`src/design/ppm_pkg.sv`:
```
// Purpose: Shared constants for the parallel port mode block.
// Assumes: AXI4-Lite register access, 32-bit data, 40 MHz clock.
// Notes: Offsets of the transfer registers are local choices.
package ppm_pkg;
   localparam logic [3:0] PPM_MODE_OFS = 4'h0;
   localparam logic [3:0] PPM_ADDR_OFS = 4'h4;
   localparam logic [3:0] PPM_DATA_OFS = 4'h8;
   localparam logic [3:0] PPM_STAT_OFS = 4'hc;
   localparam int PPM_BUSY_BIT = 15;
   localparam int PPM_IRQ_LSB = 13;
   localparam int PPM_STEP_LSB = 11;
   localparam int PPM_MODE_LSB = 8;
   localparam int PPM_SETUP_LSB = 6;
   localparam int PPM_STROBE_LSB = 2;
   localparam int PPM_HOLD_LSB = 0;
   localparam logic [15:0] PPM_MODE_WMASK = 16'h7bff;
   localparam logic [31:0] PPM_MODE_RESET = 32'h0000_0000;
   localparam logic [15:0] PPM_ADDR_RESET = 16'h0000;
   localparam logic [15:0] PPM_STEP_MASK = 16'h47fc;
   localparam logic [15:0] PPM_STEP_ONE = 16'h0004;
   localparam logic [1:0] PPM_IRQ_NONE = 2'h0;
   localparam logic [1:0] PPM_IRQ_CYCLE = 2'h1;
   localparam logic [1:0] PPM_IRQ_BUF3 = 2'h2;
   localparam logic [1:0] PPM_STEP_UP = 2'h1;
   localparam logic [1:0] PPM_STEP_DOWN = 2'h2;
   localparam logic [1:0] PPM_STEP_SLAVE = 2'h3;
   localparam logic [1:0] PPM_PM_LEGACY = 2'h0;
   localparam logic [1:0] PPM_PM_ENH = 2'h1;
   localparam logic [1:0] PPM_PM_MAST2 = 2'h2;
   localparam logic [1:0] PPM_PM_MAST1 = 2'h3;
   localparam logic [1:0] PPM_RESP_OKAY = 2'h0;
   localparam logic [1:0] PPM_RESP_SLVERR = 2'h2;
   typedef enum logic [1:0] {PPM_IDLE, PPM_SETUP, PPM_STROBE, PPM_HOLD}
      ppm_state_t;
endpackage : ppm_pkg

```
`src/design/ppm_port.sv`:
```
// Purpose: Parallel port mode, timing, master sequencer and slave buffers.
// Assumes: AXI4-Lite slave; host pins sampled through two flip-flops.
// Notes: Writing the data register starts a master write; writing a
// one to bit 0 of the status register starts a master read.
// Overview of operation
// - Busy bit 15 shows master transfer.
// - Mode 10 interrupts on buffer three access.
// - Mode 01 per cycle, 00 none.
// - Step 11 advances the legacy slave buffer pointer.
// - Address bits 10:2 and 14 step.
// - Chip select line 14 excluded from stepping.
// - Master one: direction strobe plus enable.
// - Master two: separate read, write strobes.
// - Enhanced slave selects buffer by address.
// - Legacy slave: strobes and select only.
// - Setup lasts code plus one periods.
// - Strobe lasts code plus one periods.
// - Zero strobe code forces fixed setup/hold.
// - Unused bits read zero; reset clears.
module ppm_port
   import ppm_pkg::*;
(
   // Clock and reset
   input wire logic mclk_i,
   input wire logic rst_i,
   // AXI4-Lite slave
   input wire logic [3:0] s_axi_awaddr,
   input wire logic s_axi_awvalid,
   output logic s_axi_awready,
   input wire logic [31:0] s_axi_wdata,
   input wire logic [3:0] s_axi_wstrb,
   input wire logic s_axi_wvalid,
   output logic s_axi_wready,
   output logic [1:0] s_axi_bresp,
   output logic s_axi_bvalid,
   input wire logic s_axi_bready,
   input wire logic [3:0] s_axi_araddr,
   input wire logic s_axi_arvalid,
   output logic s_axi_arready,
   output logic [31:0] s_axi_rdata,
   output logic [1:0] s_axi_rresp,
   output logic s_axi_rvalid,
   input wire logic s_axi_rready,
   // Port pins
   output logic chip_select_one_o,
   output logic read_strobe_o,
   output logic write_strobe_o,
   output logic enable_strobe_o,
   output logic [15:0] port_address_lines_o,
   output logic [7:0] port_data_lines_o,
   output logic port_data_lines_oe_n_o,
   input wire logic [7:0] port_data_lines_i,
   input wire logic read_strobe_i,
   input wire logic write_strobe_i,
   input wire logic chip_select_one_i,
   input wire logic [1:0] port_address_lines_i,
   // Events and configuration
   input wire logic cs1_on_a14_i,
   output logic irq_o
);
   logic [15:0] mode_q, mode_d;
   logic [15:0] addr_q, addr_d;
   logic [7:0] wdat_q, wdat_d, rdat_q, rdat_d;
   logic [7:0] buf_q [4];
   logic [7:0] buf_d [4];
   logic [1:0] ptr_q, ptr_d;
   ppm_state_t st_q, st_d;
   logic [4:0] cnt_q, cnt_d;
   logic dir_rd_q, dir_rd_d;
   logic awr_q, awr_d, wr_q, wr_d, bv_q, bv_d, ar_q, ar_d, rv_q, rv_d;
   logic [31:0] rd_q, rd_d;
   logic [1:0] br_q, br_d, rr_q, rr_d;
   logic cs_q, cs_d, rs_q, rs_d, ws_q, ws_d, en_q, en_d, oe_n_q, oe_n_d;
   logic irq_q, irq_d;
   logic [7:0] pd_q, pd_d;
   logic [4:0] sy1_q, sy2_q, syp_q;
   logic [7:0] dy1_q, dy2_q;
   logic [1:0] ay1_q, ay2_q;
   logic [4:0] setup_len, strobe_len, hold_len;
   logic [1:0] irq_request_select, stepm, pmode;
   logic master, wr_go, rd_go, s_rd, s_wr, s_end;
   logic cap1_q, cap1_d, cap2_q, cap2_d;
   logic [9:0] stp;

   assign irq_request_select = mode_q[PPM_IRQ_LSB +: 2];
   assign stepm = mode_q[PPM_STEP_LSB +: 2];
   assign pmode = mode_q[PPM_MODE_LSB +: 2];
   assign master = pmode[1];

   ppm_phase_timer u_timer (
      .setup_wait_count_i(mode_q[PPM_SETUP_LSB +: 2]),
      .strobe_wait_count_i(mode_q[PPM_STROBE_LSB +: 4]),
      .hold_wait_count_i(mode_q[PPM_HOLD_LSB +: 2]),
      .is_read_i(dir_rd_q),
      .setup_len_o(setup_len),
      .strobe_len_o(strobe_len),
      .hold_len_o(hold_len)
   );

   // Host pins are asynchronous, so only the second stage and the strobe edge stage after it are read.
   always_ff @(posedge mclk_i or posedge rst_i) begin
      if (rst_i) begin
         // Idle pin levels, so no false strobe edge follows reset.
         sy1_q <= 5'h00;
         sy2_q <= 5'h00;
         syp_q <= 5'h00;
         dy1_q <= 8'h00;
         dy2_q <= 8'h00;
         ay1_q <= 2'h0;
         ay2_q <= 2'h0;
      end else begin
         sy1_q <= {cs1_on_a14_i, chip_select_one_i, read_strobe_i,
                   write_strobe_i, 1'b0};
         sy2_q <= sy1_q;
         syp_q <= sy2_q;
         dy1_q <= port_data_lines_i;
         dy2_q <= dy1_q;
         ay1_q <= port_address_lines_i;
         ay2_q <= ay2_q == ay1_q ? ay2_q : ay1_q;
      end
   end

   // Host strobes are active high here; a slave access ends on the fall.
   assign s_rd = ~master & sy2_q[3] & syp_q[2] & ~sy2_q[2];
   assign s_wr = ~master & sy2_q[3] & syp_q[1] & ~sy2_q[1];
   assign s_end = st_q == PPM_HOLD && cnt_q <= 5'h01 || st_q == PPM_STROBE
      && cnt_q == 5'h01 && hold_len == 5'h00;

   always_comb begin
      awr_d = awr_q;
      wr_d = wr_q;
      bv_d = bv_q;
      br_d = br_q;
      ar_d = ar_q;
      rv_d = rv_q;
      rd_d = rd_q;
      rr_d = rr_q;
      mode_d = mode_q;
      addr_d = addr_q;
      wdat_d = wdat_q;
      rdat_d = rdat_q;
      buf_d = buf_q;
      ptr_d = ptr_q;
      wr_go = 1'b0;
      rd_go = 1'b0;
      cap1_d = st_q == PPM_STROBE && cnt_q == 5'h01 && dir_rd_q;
      cap2_d = cap1_q;
      stp = {addr_q[14], addr_q[10:2]};
      if (s_axi_awvalid && !awr_q && !bv_q) begin
         awr_d = 1'b1;
      end
      if (s_axi_wvalid && !wr_q && !bv_q) begin
         wr_d = 1'b1;
      end
      if (awr_q && wr_q) begin
         awr_d = 1'b0;
         wr_d = 1'b0;
         bv_d = 1'b1;
         br_d = PPM_RESP_OKAY;
         case (s_axi_awaddr)
            PPM_MODE_OFS: begin
               if (s_axi_wstrb[0]) begin
                  mode_d[7:0] = s_axi_wdata[7:0];
               end
               if (s_axi_wstrb[1]) begin
                  mode_d[15:8] = (s_axi_wdata[15:8] & PPM_MODE_WMASK[15:8])
                     | (mode_q[15:8] & ~PPM_MODE_WMASK[15:8]);
               end
            end
            PPM_ADDR_OFS: begin
               if (s_axi_wstrb[0]) begin
                  addr_d[7:0] = s_axi_wdata[7:0];
               end
               if (s_axi_wstrb[1]) begin
                  addr_d[15:8] = s_axi_wdata[15:8];
               end
            end
            PPM_DATA_OFS: begin
               if (s_axi_wstrb[0]) begin
                  wdat_d = s_axi_wdata[7:0];
                  buf_d[ptr_q] = s_axi_wdata[7:0];
                  wr_go = master && st_q == PPM_IDLE;
               end
            end
            PPM_STAT_OFS: begin
               rd_go = master && st_q == PPM_IDLE && s_axi_wdata[0];
            end
            default: br_d = PPM_RESP_SLVERR;
         endcase
      end
      if (bv_q && s_axi_bready) begin
         bv_d = 1'b0;
      end
      if (s_axi_arvalid && !ar_q && !rv_q) begin
         ar_d = 1'b1;
      end
      if (ar_q) begin
         ar_d = 1'b0;
         rv_d = 1'b1;
         rr_d = PPM_RESP_OKAY;
         case (s_axi_araddr)
            PPM_MODE_OFS: rd_d = {16'h0000,
               st_q != PPM_IDLE || cap1_q || cap2_q,
               mode_q[14:0]};
            PPM_ADDR_OFS: rd_d = {16'h0000, addr_q};
            PPM_DATA_OFS: rd_d = {24'h000000, master ? rdat_q : buf_q[ptr_q]};
            PPM_STAT_OFS: rd_d = {30'h0, ptr_q};
            default: begin
               rd_d = 32'h0000_0000;
               rr_d = PPM_RESP_SLVERR;
            end
         endcase
      end
      if (rv_q && s_axi_rready) begin
         rv_d = 1'b0;
      end
      // Read data has passed the pin synchronisers, so it is taken two
      // cycles after the strobe ends; busy stays up until then.
      if (cap2_q) begin
         rdat_d = dy2_q;
      end
      // Bit 14 is the top of one counter with bits 10:2.
      if (s_end && (stepm == PPM_STEP_UP || stepm == PPM_STEP_DOWN)) begin
         if (stepm == PPM_STEP_UP) begin
            stp = stp + 10'h001;
         end else begin
            stp = stp - 10'h001;
         end
         addr_d[10:2] = stp[8:0];
         if (!sy2_q[4]) begin
            addr_d[14] = stp[9];
         end
      end
      if (s_wr) begin
         // Enhanced slave picks by address, legacy by the pointer.
         buf_d[pmode == PPM_PM_ENH ? ay2_q : ptr_q] = dy2_q;
      end
      if ((s_rd || s_wr) && pmode == PPM_PM_LEGACY
          && stepm == PPM_STEP_SLAVE) begin
         ptr_d = ptr_q + 2'h1;
      end
   end

   // Master sequencer.
   always_comb begin
      st_d = st_q;
      cnt_d = cnt_q;
      dir_rd_d = dir_rd_q;
      case (st_q)
         PPM_IDLE: begin
            if (wr_go || rd_go) begin
               st_d = PPM_SETUP;
               dir_rd_d = rd_go;
               cnt_d = setup_len;
            end
         end
         PPM_SETUP: begin
            if (cnt_q <= 5'h01) begin
               st_d = PPM_STROBE;
               cnt_d = strobe_len;
            end else begin
               cnt_d = cnt_q - 5'h01;
            end
         end
         PPM_STROBE: begin
            if (cnt_q == 5'h01) begin
               st_d = hold_len == 5'h00 ? PPM_IDLE : PPM_HOLD;
               cnt_d = hold_len;
            end else begin
               cnt_d = cnt_q - 5'h01;
            end
         end
         PPM_HOLD: begin
            if (cnt_q <= 5'h01) begin
               st_d = PPM_IDLE;
            end else begin
               cnt_d = cnt_q - 5'h01;
            end
         end
         default: st_d = PPM_IDLE;
      endcase
   end

   // Pin drive and interrupt.
   always_comb begin
      logic act;
      act = st_d == PPM_STROBE;
      cs_d = master && st_d != PPM_IDLE;
      rs_d = 1'b0;
      ws_d = 1'b0;
      en_d = 1'b0;
      if (pmode == PPM_PM_MAST1) begin
         rs_d = cs_d && dir_rd_d;
         en_d = act;
      end else if (pmode == PPM_PM_MAST2) begin
         rs_d = act && dir_rd_d;
         ws_d = act && !dir_rd_d;
      end
      oe_n_d = 1'b1;
      pd_d = pd_q;
      if (master && st_d != PPM_IDLE && !dir_rd_d) begin
         oe_n_d = 1'b0;
         pd_d = wdat_q;
      end else if (!master && sy2_q[3] && sy2_q[2]) begin
         oe_n_d = 1'b0;
         pd_d = pmode == PPM_PM_ENH ? buf_q[ay2_q] : buf_q[ptr_q];
      end
      irq_d = 1'b0;
      case (irq_request_select)
         PPM_IRQ_CYCLE: irq_d = s_end || s_rd || s_wr;
         PPM_IRQ_BUF3: begin
            irq_d = (s_rd || s_wr) && (pmode == PPM_PM_ENH
               ? ay2_q == 2'h3 : ptr_q == 2'h3);
         end
         default: irq_d = 1'b0;
      endcase
   end

   always_ff @(posedge mclk_i or posedge rst_i) begin
      if (rst_i) begin
         mode_q <= PPM_MODE_RESET[15:0];
         addr_q <= PPM_ADDR_RESET;
         wdat_q <= 8'h00;
         rdat_q <= 8'h00;
         for (int i = 0; i < 4; i++) begin
            buf_q[i] <= 8'h00;
         end
         ptr_q <= 2'h0;
         st_q <= PPM_IDLE;
         cnt_q <= 5'h00;
         dir_rd_q <= 1'b0;
         awr_q <= 1'b0;
         wr_q <= 1'b0;
         bv_q <= 1'b0;
         br_q <= 2'h0;
         ar_q <= 1'b0;
         rv_q <= 1'b0;
         rd_q <= 32'h0000_0000;
         rr_q <= 2'h0;
         cs_q <= 1'b0;
         rs_q <= 1'b0;
         ws_q <= 1'b0;
         en_q <= 1'b0;
         oe_n_q <= 1'b1;
         pd_q <= 8'h00;
         irq_q <= 1'b0;
         cap1_q <= 1'b0;
         cap2_q <= 1'b0;
      end else begin
         mode_q <= mode_d;
         addr_q <= addr_d;
         wdat_q <= wdat_d;
         rdat_q <= rdat_d;
         buf_q <= buf_d;
         ptr_q <= ptr_d;
         st_q <= st_d;
         cnt_q <= cnt_d;
         dir_rd_q <= dir_rd_d;
         awr_q <= awr_d;
         wr_q <= wr_d;
         bv_q <= bv_d;
         br_q <= br_d;
         ar_q <= ar_d;
         rv_q <= rv_d;
         rd_q <= rd_d;
         rr_q <= rr_d;
         cs_q <= cs_d;
         rs_q <= rs_d;
         ws_q <= ws_d;
         en_q <= en_d;
         oe_n_q <= oe_n_d;
         pd_q <= pd_d;
         irq_q <= irq_d;
         cap1_q <= cap1_d;
         cap2_q <= cap2_d;
      end
   end

   assign s_axi_awready = awr_q;
   assign s_axi_wready = wr_q;
   assign s_axi_bvalid = bv_q;
   assign s_axi_bresp = br_q;
   assign s_axi_arready = ar_q;
   assign s_axi_rvalid = rv_q;
   assign s_axi_rdata = rd_q;
   assign s_axi_rresp = rr_q;
   assign chip_select_one_o = cs_q;
   assign read_strobe_o = rs_q;
   assign write_strobe_o = ws_q;
   assign enable_strobe_o = en_q;
   assign port_address_lines_o = addr_q;
   assign port_data_lines_o = pd_q;
   assign port_data_lines_oe_n_o = oe_n_q;
   assign irq_o = irq_q;
endmodule : ppm_port

```
`src/design/ppm_phase_timer.sv`:
```
// Purpose: Phase lengths of one master transfer.
// Assumes: Fields come straight from the mode register.
// Notes: Lengths are in bus clock periods; hold may be zero.
module ppm_phase_timer
   import ppm_pkg::*;
(
   // Timing fields
   input wire logic [1:0] setup_wait_count_i,
   input wire logic [3:0] strobe_wait_count_i,
   input wire logic [1:0] hold_wait_count_i,
   input wire logic is_read_i,
   // Phase lengths
   output logic [4:0] setup_len_o,
   output logic [4:0] strobe_len_o,
   output logic [4:0] hold_len_o
);
   always_comb begin
      strobe_len_o = {1'b0, strobe_wait_count_i} + 5'h01;
      if (strobe_wait_count_i == 4'h0) begin
         setup_len_o = 5'h01;
         hold_len_o = is_read_i ? 5'h00 : 5'h01;
      end else begin
         setup_len_o = {3'h0, setup_wait_count_i} + 5'h01;
         hold_len_o = {3'h0, hold_wait_count_i} + 5'h01;
      end
   end
endmodule : ppm_phase_timer

```
`config.mk`:
```
export PLATFORM = sky130hd
export DESIGN_NAME = ppm_port
export DESIGN_NICKNAME = d
export VERILOG_FILES = /design/src/design/ppm_pkg.sv /design/src/design/ppm_port.sv /design/src/design/ppm_phase_timer.sv
export SDC_FILE = /design/constraint.sdc
export NUM_CORES = 1
export LEC_CHECK = 0
export ABC_AREA = 1
export BUFFER_PORTS_ARGS = -buffer_cell sky130_fd_sc_hd__buf_4
export CAP_MARGIN = 20
export CORE_MARGIN = 4
export CORE_UTILIZATION = 55
export CTS_CLUSTER_DIAMETER = 30
export DETAILED_ROUTE_END_ITERATION = 6
export GPL_ROUTABILITY_DRIVEN = 0
export PLACE_DENSITY = 0.8
export SLEW_MARGIN = 25
export SYNTH_ARGS = -nofsm -noshare
export SYNTH_HDL_FRONTEND = slang
export SYNTH_SLANG_ARGS = --single-unit
```
`constraint.sdc`:
```
create_clock -name mclk_i -period 6.4 [get_ports mclk_i]
set_clock_uncertainty 0.2 [all_clocks]
set_input_delay 1.28 -clock mclk_i [delete_from_list [all_inputs] [get_ports mclk_i]]
set_output_delay 1.28 -clock mclk_i [all_outputs]
set_load 0.05 [all_outputs]
```
==> impl_metrics.yaml <==
power_and_ir_drop:
  vdd_drop_max_v: 0.0005170
  p_leak_nw: 4.838
  total_power_mw: 5.159
  p_per_area_mw_per_mm2: 536.0
route:
  routed_wl_um: 21380
  route.detailed.drc: 0
  first_iter_violations: 792
  wl_per_cell_um: 16.71
  vias: 7240
  routed_via_density: 5.661
  first_pass_iters: 6
  antenna_left: 0
cts:
  post_cts_resized: 0
  cts_tree: "yes"
  cts_buffers: 17
  clk_pin_slew_ns: 0.06
  cts-root-buf: "clkbuf_16"
  clock_latency_ns: 0.42
  cts_buffer_depth: 2
  cts_sinks: 157
  cts_max_level: 4
  hold_buffers: 0
  post_cts_buffers: 0
timing:
  hold_slack_ns: 0.1450
  fin_crit_ns: 3.344
  drv_slew: 0
  timing.fmax_mhz: 299.0
  tns_ns: 0
  timing.final.crit_share_pct: 52.26
  worst_pin_slew_ns: 0.9486
  hold_viol_final: 0
  rsz0062_at_grt: "no"
  setup_viol_count_final: 0
  max_slew_margin_pct: 36.53
finish:
  nets: 1170
  layout-drive-gt1-share_pct: 15.98
  final_cell_count_no_fill: 1279
  fin_area_sq_mm: 0.009624
  area_growth_pct: 16.39
  diodes: 0
grt:
  grt_first_pass_wirelength_um: 34200
  grt_pass1_vias: 6838
  grt_usage_pct: 25.75
  grt_max_degree: 89
  overflow: 0
  antenna_found_initial: 0
die:
  core_sq_mm: 0.01464
  die_w_um: 130.6
  dieArea_sq_mm: 0.01706
  dieHeight_um: 130.6
  io_pins: 136
  initial_core_util_pct: 56.47
  rows: 44
placed_design:
  placed_area_sq_mm: 0.009002
  portBuffers: 99
  dp_hpwl_um: 14780
  dp.cells: 1247
yosys:
  synthesis.instances: 1001
  ys_seq_area_share_pct: 47.53
  yosysWarnings: 0
  syn_area_sq_mm: 0.008269
  synth_cell_types: 44
  avgSynthCellArea_sq_um: 8.261
  ys_seq_elements: 157
run:
  drv_cap: 0
critical_path:
  crit_path_end_kind: "flip-flop"
  worstPathArrival_ns: 3.43
  crit_type: "input port to flip-flop"
  r2r-start: "mode_q[9]$_DFFE_PP0P_"
  required_ns: 6.48
  cp_max_fo: 16
  critPathLaunch: "s_axi_awaddr[1]"
  cp-start-kind: "input port"
worst_hold_path:
  hp-class: "flip-flop to flip-flop"
  min_from: "dy1_q[2]$_DFF_PP0_"
outcome:
  outcome: "complete, no violations"
## cell families after synthesis
family                   share of synthesized area, %
buffers and inverters                           10.05
flip-flops                                      47.53
other                                         0.04535
adder cells (fa/ha/maj)                         3.571
AO/OA/AOI/OAI                                   18.23
AND/OR/NAND/NOR                                 18.99
XOR/XNOR                                        1.589
## area by class of cell
class / count / area, sq um
clock buffer: 20 / 436.7
clock inverter: 12 / 185.2
fill: 1232 / 5020
inverter: 133 / 504.2
multi-input combinational: 671 / 3572
sequential: 157 / 3930
tap: 184 / 230.2
timing repair buffer: 102 / 765.7
## cells in the final DEF, fill, tap and decap left out, types with 6 or more instances in the layout
| cell type | Yosys | layout |
|---|---|---|
| ha_1 | 22 | 22 |
| nand3_2 | 6 | 6 |
| xor2_1 | 12 | 12 |
| nor2_2 | 6 | 6 |
| inv_1 | 127 | 126 |
| nand4_1 | 9 | 9 |
| o21ai_1 | 16 | 16 |
| nor2_1 | 39 | 39 |
| conb_1 | 1 | 18 |
| o211ai_1 | 36 | 36 |
| buf_4 | 21 | 102 |
| clkbuf_16 | 0 | 17 |
| o22ai_1 | 18 | 18 |
| nand3_1 | 48 | 48 |
| nand2_1 | 214 | 214 |
| nand2_2 | 10 | 10 |
| a21oi_1 | 61 | 61 |
| o21ai_0 | 123 | 123 |
| dfrtp_1 | 156 | 156 |
## power by group
group          internal [mW]  leakage, nW  switching (mW)
Sequential              1.33         1.82           0.263
Clock                  0.659        0.294           0.414
Combinational          0.790         2.72            1.71
Total                   2.78         4.84            2.38
## registers in the layout, summed over array words and instances (netlist names), 8 cells and up
signal                count
port_address_lines_o     16
dy2_q                     8
port_data_lines_o         8
s_axi_rdata              16
mode_q                   14
rdat_q                    8
dy1_q                     8
buf_q                    32
wdat_q                    8
## stage by stage
step | utilization (%) | setup WS, ns
after floorplan | - | 0.6868
after global placement | 61.47 | 2.734
after detailed placement | 61.47 | 2.693
after CTS | 65.72 | 3.096
after global routing | 65.72 | 2.875
final | 65.72 | 3.056
## layer usage
metal	wire length, um	track usage (%)	vias up
li1	-	-	3431
met1	9069	36.91	3360
met2	9549	38.94	385
met3	2131	5.000	64
met4	628	10.10	0
met5	0	0	-
## worst paths after layout
kind	end	slack, ns	cells after the start
worst max-delay path	buf_q[31]$_DFF_PP0_	3.06	7
worst min-delay path	dy2_q[2]$_DFF_PP0_	0.14	0
worst max register to register	buf_q[4]$_DFF_PP0_	3.35	6
worst min register to register	dy2_q[2]$_DFF_PP0_	0.14	0
max in group asynchronous	cnt_q[0]$_DFFE_PP0P_	3.89	3
min in group asynchronous	dy1_q[4]$_DFF_PP0_	0.78	2
## critical path, cell delays in order
cell and delay (ns):
buf_4 0.12, nor2_4 0.16, nand2_1 0.10, nor3_2 0.70, nand2_1 0.59, o211ai_1 0.36
o21ai_1 0.11
## cells in the mapped netlist
| cell type | n | area share [%] |
|---|---|---|
| nand2_1 | 214 | 9.7 |
| dfrtp_1 | 156 | 47 |
| inv_1 | 127 | 5.8 |
| o21ai_0 | 123 | 7.4 |
| a21oi_1 | 61 | 3.7 |
| nand3_1 | 48 | 2.9 |
| nor2_1 | 39 | 1.8 |
| o211ai_1 | 36 | 3.3 |
| clkbuf_1 | 23 | 1.0 |
| ha_1 | 22 | 3.3 |
| buf_4 | 21 | 1.9 |
| o22ai_1 | 18 | 1.4 |
| o21ai_1 | 16 | 0.97 |
| xor2_1 | 12 | 1.3 |
| buf_2 | 10 | 0.61 |
| nand2_2 | 10 | 0.76 |
| nand4_1 | 9 | 0.68 |
| nand3_2 | 6 | 0.73 |
| nor2_2 | 6 | 0.45 |
| nand2_4 | 4 | 0.54 |
| nor3_1 | 4 | 0.24 |
| clkinv_1 | 3 | 0.14 |
| inv_2 | 3 | 0.14 |
| xnor2_1 | 3 | 0.32 |
| a21oi_4 | 2 | 0.39 |
| buf_6 | 2 | 0.27 |
| nor2_4 | 2 | 0.27 |
| nor3_2 | 2 | 0.24 |
| o2111ai_1 | 2 | 0.21 |
| o21ai_2 | 2 | 0.21 |
| o31ai_1 | 2 | 0.18 |
| a21boi_4 | 1 | 0.23 |
| a31o_2 | 1 | 0.11 |
| a31oi_1 | 1 | 0.076 |
| buf_8 | 1 | 0.18 |
| conb_1 | 1 | 0.045 |
| dfstp_2 | 1 | 0.32 |
| fa_1 | 1 | 0.24 |
| nand3_4 | 1 | 0.21 |
| nand3b_1 | 1 | 0.091 |
| nand4_2 | 1 | 0.15 |
| nor4_1 | 1 | 0.076 |
| nor4_2 | 1 | 0.15 |
| o21bai_1 | 1 | 0.091 |
Power figures use the tool's default switching activity.
